--- config.mk ---
export PLATFORM = sky130hd
export DESIGN_NAME = pcm_ctrl
export DESIGN_NICKNAME = d
export VERILOG_FILES = /design/src/pcm_pkg.sv /design/src/pcm_ctrl.sv
export VERILOG_INCLUDE_DIRS = /design/src
export SDC_FILE = /design/constraint.sdc
export NUM_CORES = 2
export LEC_CHECK = 0
export BUFFER_PORTS_ARGS = -buffer_cell sky130_fd_sc_hd__buf_2
export CAP_MARGIN = 5
export CORE_MARGIN = 5
export CORE_UTILIZATION = 55
export CTS_CLUSTER_SIZE = 40
export DETAILED_ROUTE_END_ITERATION = 6
export GPL_TIMING_DRIVEN = 1
export HOLD_SLACK_MARGIN = 0.06
export PLACE_DENSITY = 0.74
export SETUP_SLACK_MARGIN = 0.1
export SYNTH_ARGS = -nofsm -noshare
export SYNTH_HDL_FRONTEND = slang
export SYNTH_SLANG_ARGS = --single-unit
--- constraint.sdc ---
create_clock -name mclk -period 16.3 [get_ports mclk]
set_clock_uncertainty 0.2 [all_clocks]
set_input_delay 3.26 -clock mclk [delete_from_list [all_inputs] [get_ports mclk]]
set_output_delay 3.26 -clock mclk [all_outputs]
set_load 0.02 [all_outputs]
--- src/pcm_map.svh ---
`ifndef PCM_MAP_SVH
`define PCM_MAP_SVH

// clock rate in kHz
`define PCM_CLK_KHZ 250000

// times in ms, debounce in ns
`define PCM_OFF_RESPONSE_MS 5
`define PCM_ON_RESPONSE_MIN_MS 5
`define PCM_ON_RESPONSE_MAX_MS 400
`define PCM_GOOD_DELAY_MIN_MS 100
`define PCM_GOOD_DELAY_MAX_MS 500
`define PCM_INPUT_DROP_MS 2
`define PCM_CLOCK_LOW_MS 25
`define PCM_RECOVER_MS 10
`define PCM_HOLDUP_MS 1
`define PCM_DEBOUNCE_NS 1000

// derived cycle counts
`define PCM_ON_DELAY_CYC (`PCM_ON_RESPONSE_MIN_MS * `PCM_CLK_KHZ)
`define PCM_GOOD_DELAY_CYC (`PCM_GOOD_DELAY_MIN_MS * `PCM_CLK_KHZ)
`define PCM_CLOCK_LOW_CYC (`PCM_CLOCK_LOW_MS * `PCM_CLK_KHZ)
`define PCM_RECOVER_CYC (`PCM_RECOVER_MS * `PCM_CLK_KHZ)
`define PCM_HOLDUP_CYC (`PCM_HOLDUP_MS * `PCM_CLK_KHZ)
`define PCM_DEBOUNCE_CYC ((`PCM_DEBOUNCE_NS * `PCM_CLK_KHZ + 999999) / 1000000)

// target addresses (8-bit form, write bit clear)
`define PCM_MGMT_ADDR_BASE 8'hb0
`define PCM_STORE_ADDR_BASE 8'ha0

// register offsets
`define PCM_REG_CTRL 12'h000
`define PCM_REG_STATUS 12'h004
`define PCM_REG_STORE_PTR 12'h008
`define PCM_REG_STORE_DATA 12'h00c

// control fields and reset value
`define PCM_CTRL_BUS_EN 0
`define PCM_CTRL_STORE_WR_EN 1
`define PCM_CTRL_RESET 2'h1

`endif

--- src/pcm_pkg.sv ---
package pcm_pkg;
    typedef enum logic [4:0] {
        PCM_SEQ_OFF = 5'h01,
        PCM_SEQ_DELAY = 5'h02,
        PCM_SEQ_RAMP = 5'h04,
        PCM_SEQ_GOOD = 5'h08,
        PCM_SEQ_LATCH = 5'h10
    } pcm_seq_t;

    typedef enum logic [5:0] {
        PCM_BUS_IDLE = 6'h01,
        PCM_BUS_ADDR = 6'h02,
        PCM_BUS_ACK = 6'h04,
        PCM_BUS_WRITE = 6'h08,
        PCM_BUS_READ = 6'h10,
        PCM_BUS_RACK = 6'h20
    } pcm_bus_t;
endpackage : pcm_pkg
--- src/pcm_ctrl.sv ---
// Overview of operation
// main rail on only while request low
// request high or open turns outputs off
// main off within 5 ms
// main on 5 to 400 ms after request
// power good off within 5 ms
// power good only when all regulated
// power good low on regulation or input loss
// good delay 100-500 ms, held in limit
// input good follows input range
// input good falls within 2 ms
// unit_n_a line low means installed
// target runs 100 kbps, no stretching
// clock stretch below 25 ms
// clock low over 25 ms aborts
// start and stop seen anywhere
// bad timing never locks up
// resynchronise at start or stop
// 256 byte identification store
// straps select both addresses
// fault latch cleared by toggle or input loss
// host spaces commands 1 ms apart
// request and straps debounced
`timescale 1ns/1ps
`default_nettype none
`include "pcm_map.svh"
module pcm_ctrl #(
    parameter int unsigned ON_DELAY_CYC = `PCM_ON_DELAY_CYC,
    parameter int unsigned GOOD_DELAY_CYC = `PCM_GOOD_DELAY_CYC,
    parameter int unsigned CLOCK_LOW_CYC = `PCM_CLOCK_LOW_CYC,
    parameter int unsigned RECOVER_CYC = `PCM_RECOVER_CYC,
    parameter int unsigned HOLDUP_CYC = `PCM_HOLDUP_CYC,
    parameter int unsigned DEBOUNCE_CYC = `PCM_DEBOUNCE_CYC
) (
    // clock and reset
    input wire logic mclk,
    input wire logic reset,
    // apb slave
    input wire logic psel,
    input wire logic penable,
    input wire logic pwrite,
    input wire logic [11:0] paddr,
    input wire logic [31:0] pwdata,
    output logic [31:0] prdata,
    output logic pready,
    output logic pslverr,
    // system pins
    input wire logic power_on_request_n,
    input wire logic slot_addr_bit0,
    input wire logic slot_addr_bit1,
    output logic power_good,
    output logic input_good,
    output logic unit_n_a,
    // management bus pins
    input wire logic scl_in,
    input wire logic sda_in,
    output logic sda_out,
    output logic sda_oe,
    // power stage
    input wire logic input_in_range,
    input wire logic rails_in_regulation,
    input wire logic rail_current_limit,
    input wire logic rail_overvoltage,
    input wire logic rail_short,
    output logic main_rail_enable
);
    import pcm_pkg::*;
    initial
        if (ON_DELAY_CYC < 1 || GOOD_DELAY_CYC < 1 || CLOCK_LOW_CYC < 1 || RECOVER_CYC < 1 ||
            HOLDUP_CYC < 1 || DEBOUNCE_CYC < 1 || DEBOUNCE_CYC > 65535)
            $error("timing parameter out of range");
    // three-flop synchronisers with debounce on the slow pins
    localparam int NSLOW = 4;
    logic [NSLOW-1:0] slow_pin;
    logic [NSLOW-1:0] slow_db;
    assign slow_pin = {input_in_range, slot_addr_bit1, slot_addr_bit0, power_on_request_n};
    generate
        for (genvar gi = 0; gi < NSLOW; gi++) begin : g_slow
            logic [2:0] sync;
            logic [15:0] stable_cnt;
            wire agree = (sync[1] == sync[2]);
            always_ff @(posedge mclk) begin
                if (reset) begin
                    sync <= 3'h7;
                    stable_cnt <= 16'h0000;
                    slow_db[gi] <= 1'b1; // open request reads as off
                end else begin
                    sync <= {sync[1:0], slow_pin[gi]};
                    if (!agree || sync[2] == slow_db[gi]) begin
                        stable_cnt <= 16'h0000;
                    end else if (stable_cnt == 16'(DEBOUNCE_CYC - 1)) begin
                        slow_db[gi] <= sync[2];
                        stable_cnt <= 16'h0000;
                    end else begin
                        stable_cnt <= stable_cnt + 16'h0001;
                    end
                end
            end
        end
    endgenerate
    wire request_on = ~slow_db[0];
    wire [1:0] slot = {slow_db[2], slow_db[1]};
    wire input_ok = slow_db[3];
    logic [2:0] scl_sync;
    logic [2:0] sda_sync;
    logic scl_f;
    logic sda_f;
    always_ff @(posedge mclk) begin
        if (reset) begin
            scl_sync <= 3'h7;
            sda_sync <= 3'h7;
            scl_f <= 1'b1;
            sda_f <= 1'b1;
        end else begin
            scl_sync <= {scl_sync[1:0], scl_in};
            sda_sync <= {sda_sync[1:0], sda_in};
            if (scl_sync[1] == scl_sync[2])
                scl_f <= scl_sync[2];
            if (sda_sync[1] == sda_sync[2])
                sda_f <= sda_sync[2];
        end
    end
    pcm_seq_t seq;
    pcm_seq_t next_seq;
    logic [31:0] seq_cnt;
    logic [31:0] holdup_cnt;
    logic input_lost;
    wire fault = rail_overvoltage | rail_short;
    wire holdup_done = input_lost && holdup_cnt == HOLDUP_CYC - 1;
    wire good_hold = ~rails_in_regulation | rail_current_limit;
    wire on_delay_done = seq_cnt == ON_DELAY_CYC - 1;
    wire good_delay_done = seq_cnt == GOOD_DELAY_CYC - 1;
    always_comb begin
        next_seq = seq;
        unique case (seq)
            PCM_SEQ_OFF: if (request_on && input_ok) next_seq = PCM_SEQ_DELAY;
            PCM_SEQ_DELAY: if (on_delay_done) next_seq = PCM_SEQ_RAMP;
            PCM_SEQ_RAMP:
                if (fault)
                    next_seq = PCM_SEQ_LATCH;
                else if (good_delay_done && !good_hold)
                    next_seq = PCM_SEQ_GOOD;
            PCM_SEQ_GOOD:
                if (fault)
                    next_seq = PCM_SEQ_LATCH;
                else if (!rails_in_regulation)
                    next_seq = PCM_SEQ_RAMP;
            PCM_SEQ_LATCH: ;
            default: next_seq = PCM_SEQ_OFF;
        endcase
        // request off or long input loss wins and clears the latch
        if (!request_on || holdup_done || (seq == PCM_SEQ_LATCH && !input_ok))
            next_seq = PCM_SEQ_OFF;
    end
    always_ff @(posedge mclk) begin
        if (reset) begin
            seq <= PCM_SEQ_OFF;
            seq_cnt <= 32'h0;
            holdup_cnt <= 32'h0;
            input_lost <= 1'b0;
        end else begin
            seq <= next_seq;
            if (next_seq != seq || (seq == PCM_SEQ_RAMP && good_hold))
                seq_cnt <= 32'h0; // good delay restarts while any rail limits
            else if (!on_delay_done || seq != PCM_SEQ_DELAY)
                seq_cnt <= seq_cnt + 32'h1;
            input_lost <= ~input_ok & ~holdup_done;
            if (input_ok || holdup_done)
                holdup_cnt <= 32'h0;
            else
                holdup_cnt <= holdup_cnt + 32'h1;
        end
    end
    // outputs: the off path takes only the debounce time, far under 5 ms
    always_ff @(posedge mclk) begin
        if (reset) begin
            main_rail_enable <= 1'b0;
            power_good <= 1'b0;
            input_good <= 1'b0;
        end else begin
            main_rail_enable <= next_seq == PCM_SEQ_RAMP || next_seq == PCM_SEQ_GOOD;
            power_good <= next_seq == PCM_SEQ_GOOD && rails_in_regulation;
            input_good <= input_ok;
        end
    end
    // unit_n_a line is tied to output ground inside the unit
    assign unit_n_a = 1'b0;
    logic [1:0] ctrl;
    logic [7:0] apb_ptr;
    logic [7:0] store [256];
    wire apb_wr = psel & penable & pwrite;
    wire hit_ctrl = paddr == `PCM_REG_CTRL;
    wire hit_status = paddr == `PCM_REG_STATUS;
    wire hit_ptr = paddr == `PCM_REG_STORE_PTR;
    wire hit_data = paddr == `PCM_REG_STORE_DATA;
    wire hit_any = hit_ctrl | hit_status | hit_ptr | hit_data;
    wire bus_en = ctrl[`PCM_CTRL_BUS_EN];
    wire store_wr_en = ctrl[`PCM_CTRL_STORE_WR_EN];
    pcm_bus_t bst;
    logic [3:0] bit_cnt;
    logic [7:0] shreg;
    logic is_read;
    logic to_store;
    logic first_byte;
    logic nack_seen;
    logic [7:0] bus_ptr;
    logic [7:0] cmd_code;
    logic scl_q;
    logic sda_q;
    logic [31:0] low_cnt;
    logic [31:0] recover_cnt;
    logic drive_low;
    wire scl_rise = scl_f & ~scl_q;
    wire scl_fall = ~scl_f & scl_q;
    wire start_cond = scl_f & scl_q & sda_q & ~sda_f;
    wire stop_cond = scl_f & scl_q & ~sda_q & sda_f;
    wire clock_stuck = low_cnt == CLOCK_LOW_CYC - 1;
    wire recovering = recover_cnt != 32'h0;
    wire [7:0] mgmt_addr = `PCM_MGMT_ADDR_BASE | {5'h00, slot, 1'b0};
    wire [7:0] store_addr = `PCM_STORE_ADDR_BASE | {5'h00, slot, 1'b0};
    wire [7:0] status_byte = {1'b0, seq == PCM_SEQ_OFF, rail_overvoltage, rail_current_limit, ~input_ok,
                              2'b00, seq == PCM_SEQ_LATCH};
    wire [7:0] tx_byte = to_store ? store[bus_ptr] : (cmd_code == 8'h00 ? 8'h00 : status_byte);
    wire bus_store_wr = bst == PCM_BUS_WRITE && scl_fall && bit_cnt == 4'h8 && to_store && !first_byte;
    wire addr_match = shreg[7:1] == mgmt_addr[7:1] || shreg[7:1] == store_addr[7:1];
    always_ff @(posedge mclk) begin
        if (reset) begin
            bst <= PCM_BUS_IDLE;
            bit_cnt <= 4'h0;
            shreg <= 8'h00;
            is_read <= 1'b0;
            to_store <= 1'b0;
            first_byte <= 1'b0;
            nack_seen <= 1'b0;
            bus_ptr <= 8'h00;
            cmd_code <= 8'h00;
            drive_low <= 1'b0;
            scl_q <= 1'b1;
            sda_q <= 1'b1;
        end else begin
            scl_q <= scl_f;
            sda_q <= sda_f;
            if (clock_stuck || !bus_en || stop_cond) begin
                bst <= PCM_BUS_IDLE; // abort and release the data line
                drive_low <= 1'b0;
            end else if (start_cond) begin
                bst <= recovering ? PCM_BUS_IDLE : PCM_BUS_ADDR;
                bit_cnt <= 4'h0;
                drive_low <= 1'b0;
            end else begin
                // every state exits on start or stop, so stray edges cannot hang it
                unique case (bst)
                    PCM_BUS_IDLE: ;
                    PCM_BUS_ADDR, PCM_BUS_WRITE: begin
                        if (scl_rise && bit_cnt != 4'h8) begin
                            shreg <= {shreg[6:0], sda_f};
                            bit_cnt <= bit_cnt + 4'h1;
                        end else if (scl_fall && bit_cnt == 4'h8) begin
                            bit_cnt <= 4'h0;
                            if (bst == PCM_BUS_ADDR) begin
                                if (addr_match) begin
                                    bst <= PCM_BUS_ACK;
                                    drive_low <= 1'b1;
                                    is_read <= shreg[0];
                                    to_store <= shreg[7:1] == store_addr[7:1];
                                    first_byte <= ~shreg[0];
                                end else
                                    bst <= PCM_BUS_IDLE;
                            end else begin
                                bst <= PCM_BUS_ACK;
                                drive_low <= 1'b1;
                                first_byte <= 1'b0;
                                if (first_byte && to_store)
                                    bus_ptr <= shreg;
                                else if (first_byte)
                                    cmd_code <= shreg;
                                else if (to_store)
                                    bus_ptr <= bus_ptr + 8'h01;
                            end
                        end
                    end
                    PCM_BUS_ACK:
                        if (scl_fall) begin
                            if (is_read) begin
                                bst <= PCM_BUS_READ;
                                shreg <= {tx_byte[6:0], 1'b0};
                                drive_low <= ~tx_byte[7];
                                bit_cnt <= 4'h1;
                            end else begin
                                bst <= PCM_BUS_WRITE;
                                drive_low <= 1'b0;
                            end
                        end
                    PCM_BUS_READ:
                        if (scl_fall) begin
                            if (bit_cnt == 4'h8) begin
                                bst <= PCM_BUS_RACK;
                                drive_low <= 1'b0;
                                bus_ptr <= bus_ptr + {7'h00, to_store};
                            end else begin
                                drive_low <= ~shreg[7];
                                shreg <= {shreg[6:0], 1'b0};
                                bit_cnt <= bit_cnt + 4'h1;
                            end
                        end
                    PCM_BUS_RACK:
                        if (scl_rise) begin
                            nack_seen <= sda_f;
                        end else if (scl_fall) begin
                            if (nack_seen)
                                bst <= PCM_BUS_IDLE;
                            else begin
                                bst <= PCM_BUS_READ;
                                shreg <= {tx_byte[6:0], 1'b0};
                                drive_low <= ~tx_byte[7];
                                bit_cnt <= 4'h1;
                            end
                        end
                    default:
                        bst <= PCM_BUS_IDLE;
                endcase
            end
        end
    end
    always_ff @(posedge mclk) begin
        if (reset) begin
            low_cnt <= 32'h0;
            recover_cnt <= 32'h0;
        end else begin
            if (scl_f || clock_stuck)
                low_cnt <= 32'h0;
            else if (bst != PCM_BUS_IDLE)
                low_cnt <= low_cnt + 32'h1;
            if (clock_stuck)
                recover_cnt <= RECOVER_CYC;
            else if (recovering)
                recover_cnt <= recover_cnt - 32'h1;
        end
    end
    // scl is never held: the target keeps pace at 100 kbps with zero stretch
    assign sda_out = 1'b0;
    assign sda_oe = drive_low;
    // identification store, apb write wins a same-cycle collision
    always_ff @(posedge mclk) begin
        if (apb_wr && hit_data)
            store[apb_ptr] <= pwdata[7:0];
        else if (bus_store_wr && store_wr_en)
            store[bus_ptr] <= shreg;
    end
    always_ff @(posedge mclk) begin
        if (reset) begin
            ctrl <= `PCM_CTRL_RESET;
            apb_ptr <= 8'h00;
        end else if (apb_wr) begin
            if (hit_ctrl)
                ctrl <= pwdata[1:0];
            if (hit_ptr)
                apb_ptr <= pwdata[7:0];
        end
    end
    assign pready = 1'b1;
    assign pslverr = psel & penable & ~hit_any;
    wire [31:0] status_word = {11'h000, slot, bst == PCM_BUS_IDLE, recovering, seq, 9'h000, input_good, power_good,
                               main_rail_enable};
    assign prdata = hit_ctrl ? {30'h0, ctrl} : hit_status ? status_word : hit_ptr ? {24'h0, apb_ptr} :
                    hit_data ? {24'h0, store[apb_ptr]} : 32'h0;
endmodule : pcm_ctrl
`default_nettype wire

==> flow_summary.toml <==
[run_status]
status = "complete, but fails checks"
violations = "DRC, capacitance limit, slew limit"

[timing]
max_slew_margin_pct = -0.945
hold_viol_final = 0
finalSetupViolations = 0
holdWs_ns = 0.216
clock.fmax_mhz = 98.4
min_period_ns = 10.16
drv_slew = 2
tightest_slew_ns = 1.51
rsz0062_at_grt = "no"
finalCritPeriodShare_pct = 62.4

[setup_path]
reg2regPathDepth = 9
critPathArrivalTime_ns = 6.70
critical_path.endpoint_type = "output port"
cp_common_cell = "buf_4"
crit_required_ns = 12.84
worstPathMaxFanout = 81
crit_path_start_kind = "flip-flop"
slowest_delay_ns = 0.89
worst_path_dominant_cell_family = "buffers and inverters"
crit_chain = "buf_12 -> buf_4 -> buf_4 -> mux4_2 -> a22oi_1 -> nand2_1 -> o21ai_0 -> a31oi_1 -> a22o_1 -> buf_2"
worst-path-stages = 10
slowest_stage = "dfxtp_4"
path_class = "flip-flop to output port"
crit_buf_inv = 4

[clock_tree]
post_cts_resized = 0
cts_max_path_buffers = 3
cts_max_level = 4
hold_buffers = 0
numClockSinks = 2340
root_buffer = "clkbuf_16"
path_clk_slew_ns = 0.06
cts_tree = "yes"
cts_setup_buffers = 0
cts_buffers = 228
clkLatencyLatePin_ns = 0.91

[synth]
ys_seq_elements = 2340
synth_area_um2 = 109000
ys_seq_area_share_pct = 61.5
synth.avg_cell_area_um2 = 16.3
synth_edf_count = 2048
synth_cells = 6720
ys_types = 81
synth_ff_type = "edfxtp_1"
yosysWarningCount = 0
synth-async-reset-ratio_pct = 0

[grt]
grt_max_degree = 180
grt_pass1_wl_mm = 502
antenna_found_initial = 29
grt_overflow_total = 0
first_global_vias = 68400
grt_usage_pct = 33.8

[drt]
vias = 70800
wirelength_mm = 358
drc = 105
routed_via_density = 7.43
wire_per_inst_um = 37.6
drt-pass1-iter-count = 7
final_antenna_net_count = 0
first_iter_violations = 12300

[die]
die-height_um = 456
fp-row-count = 163
design.core.area_um2 = 198000
start_util_pct = 55.4
chipWidth_um = 456
die_area_um2 = 208000
pin_count = 99

[power_and_ir_drop]
power_leakage_nw = 35.4
max-vdd-ir-drop_mv = 0.0850
power.density_nw_per_um2 = 103

[final_layout]
layout_commonest_cell = "edfxtp_1"
finish.utilization_pct = 60.6
layout.nets = 6749
final_cell_mix = "edfxtp_1 (2,048), mux4_2 (935), nor2_1 (590)"
drive_above_1_share_pct = 23.6
syn2layout_area_growth_pct = 9.47

[min_path]
hold-path-cell-count = 1
hp-class = "flip-flop to flip-flop"

[placed_design]
io_buffers = 56
gp_congestion = 1.03
dp_hpwl_mm = 230

[job]
drv_cap = 2
## cells by family (layout without fill, tap and decap cells)
group	Yosys count	in the layout	share of synthesized area (%)
AOI/OAI and AO/OA	843	843	5.44
muxes	1271	1271	22.3
adders and majority gates	17	17	0.194
and+or+nand+nor	1524	1524	6.61
other	2	35	0.00686
xor gates and xnor gates	177	177	1.42
DFF	2340	2340	61.5
buffers and inverters	546	676	2.46
## metal layers
metal	vias up	wire length, um	global-route usage [%]
li1	27400	-	-
met1	35700	116000	41.8
met2	6272	153000	48.2
met3	1441	58600	15.3
met4	30	29700	21.4
met5	-	614	1.52
## registers in the layout, summed over array words and instances, names as in the netlist, 2 cells and up, named ones only
signal,flops
apb_ptr,8
bit_cnt,4
bst,6
bus_ptr,8
cmd_code,8
ctrl,2
g_slow.stable_cnt,64
g_slow.sync,12
holdup_cnt,32
low_cnt,32
mgmt_addr,2
recover_cnt,32
scl_sync,3
sda_sync,3
seq,5
seq_cnt,32
shreg,8
store,2048
## worst paths after layout
kind	start	end	slack (ns)
worst max-delay path	flip-flop	prdata[3]	6.14
worst min-delay path	g_slow[0].sync[0]	g_slow[0].sync[1]	0.22
worst max register to register	flip-flop	shreg[1]	9.86
worst min register to register	g_slow[0].sync[0]	g_slow[0].sync[1]	0.22
## per-stage QoR
| step | cell area [um2] | cells | setup WS, ns | power, W | setup TNS (ns) |
|---|---|---|---|---|---|
| 6_report | 120000 | 9523 | 6.14 | 0.0123 | 0 |
| 5_1_grt | 120000 | 9508 | 5.93 | 0.0126 | 0 |
| 4_1_cts | 120000 | 9502 | 6.37 | 0.0123 | 0 |
| 3_5_place_dp | 112000 | 9079 | 7.13 | 0.00701 | 0 |
| 3_3_place_gp | 112000 | 9079 | 7.16 | 0.00699 | 0 |
| 2_1_floorplan | 110000 | 6736 | -0.458 | 0.00693 | -234.59 |
## final cells by class
cell class / count / area, um2
multi-input combinational: 3850 / 39800
antenna: 17 / 42.5
fill: 14100 / 77800
clock inverter: 127 / 1380
timing repair buffer: 204 / 1500
tap: 2640 / 3300
inverter: 49 / 186
sequential: 2340 / 67400
clock buffer: 296 / 6240
## where the power goes
group	switching [W]	internal, W	total, W	leakage (nW)
Sequential	0.0000307	0.00654	0.00657	20.8
Clock	0.00235	0.00308	0.00543	3.74
Combinational	0.000216	0.0000972	0.000313	10.8
Total	0.00260	0.00971	0.0123	35.4
## Yosys cell counts, types with 15 or more instances
master | number | area share (%)
and2_1 | 26 | 0.15
mux2_2 | 32 | 0.33
o221ai_1 | 20 | 0.16
inv_1 | 48 | 0.16
nand2b_1 | 37 | 0.21
xor2_1 | 101 | 0.81
a22o_1 | 48 | 0.38
nand2_1 | 283 | 0.97
a21oi_1 | 140 | 0.64
o31ai_1 | 15 | 0.10
nand3_1 | 120 | 0.55
a221oi_1 | 35 | 0.28
nor2b_1 | 40 | 0.23
xnor2_1 | 76 | 0.61
clkbuf_1 | 226 | 0.78
buf_1 | 37 | 0.13
or4_1 | 16 | 0.11
o21ai_0 | 84 | 0.38
ha_1 | 17 | 0.19
or2_2 | 33 | 0.19
a22oi_1 | 232 | 1.6
buf_6 | 18 | 0.19
nand4_1 | 69 | 0.39
buf_4 | 93 | 0.64
o22ai_1 | 36 | 0.21
nand3b_1 | 20 | 0.14
dfxtp_1 | 292 | 5.3
mux4_2 | 935 | 19
edfxtp_1 | 2048 | 56
and3_1 | 39 | 0.22
mux2i_1 | 304 | 2.8
a31oi_1 | 33 | 0.19
nor4_1 | 42 | 0.24
a211oi_1 | 32 | 0.22
or3_1 | 31 | 0.18
buf_2 | 123 | 0.56
nor3_1 | 112 | 0.51
nor2_1 | 596 | 2.0
o211ai_1 | 59 | 0.40
Power figures use the tool's default switching activity.
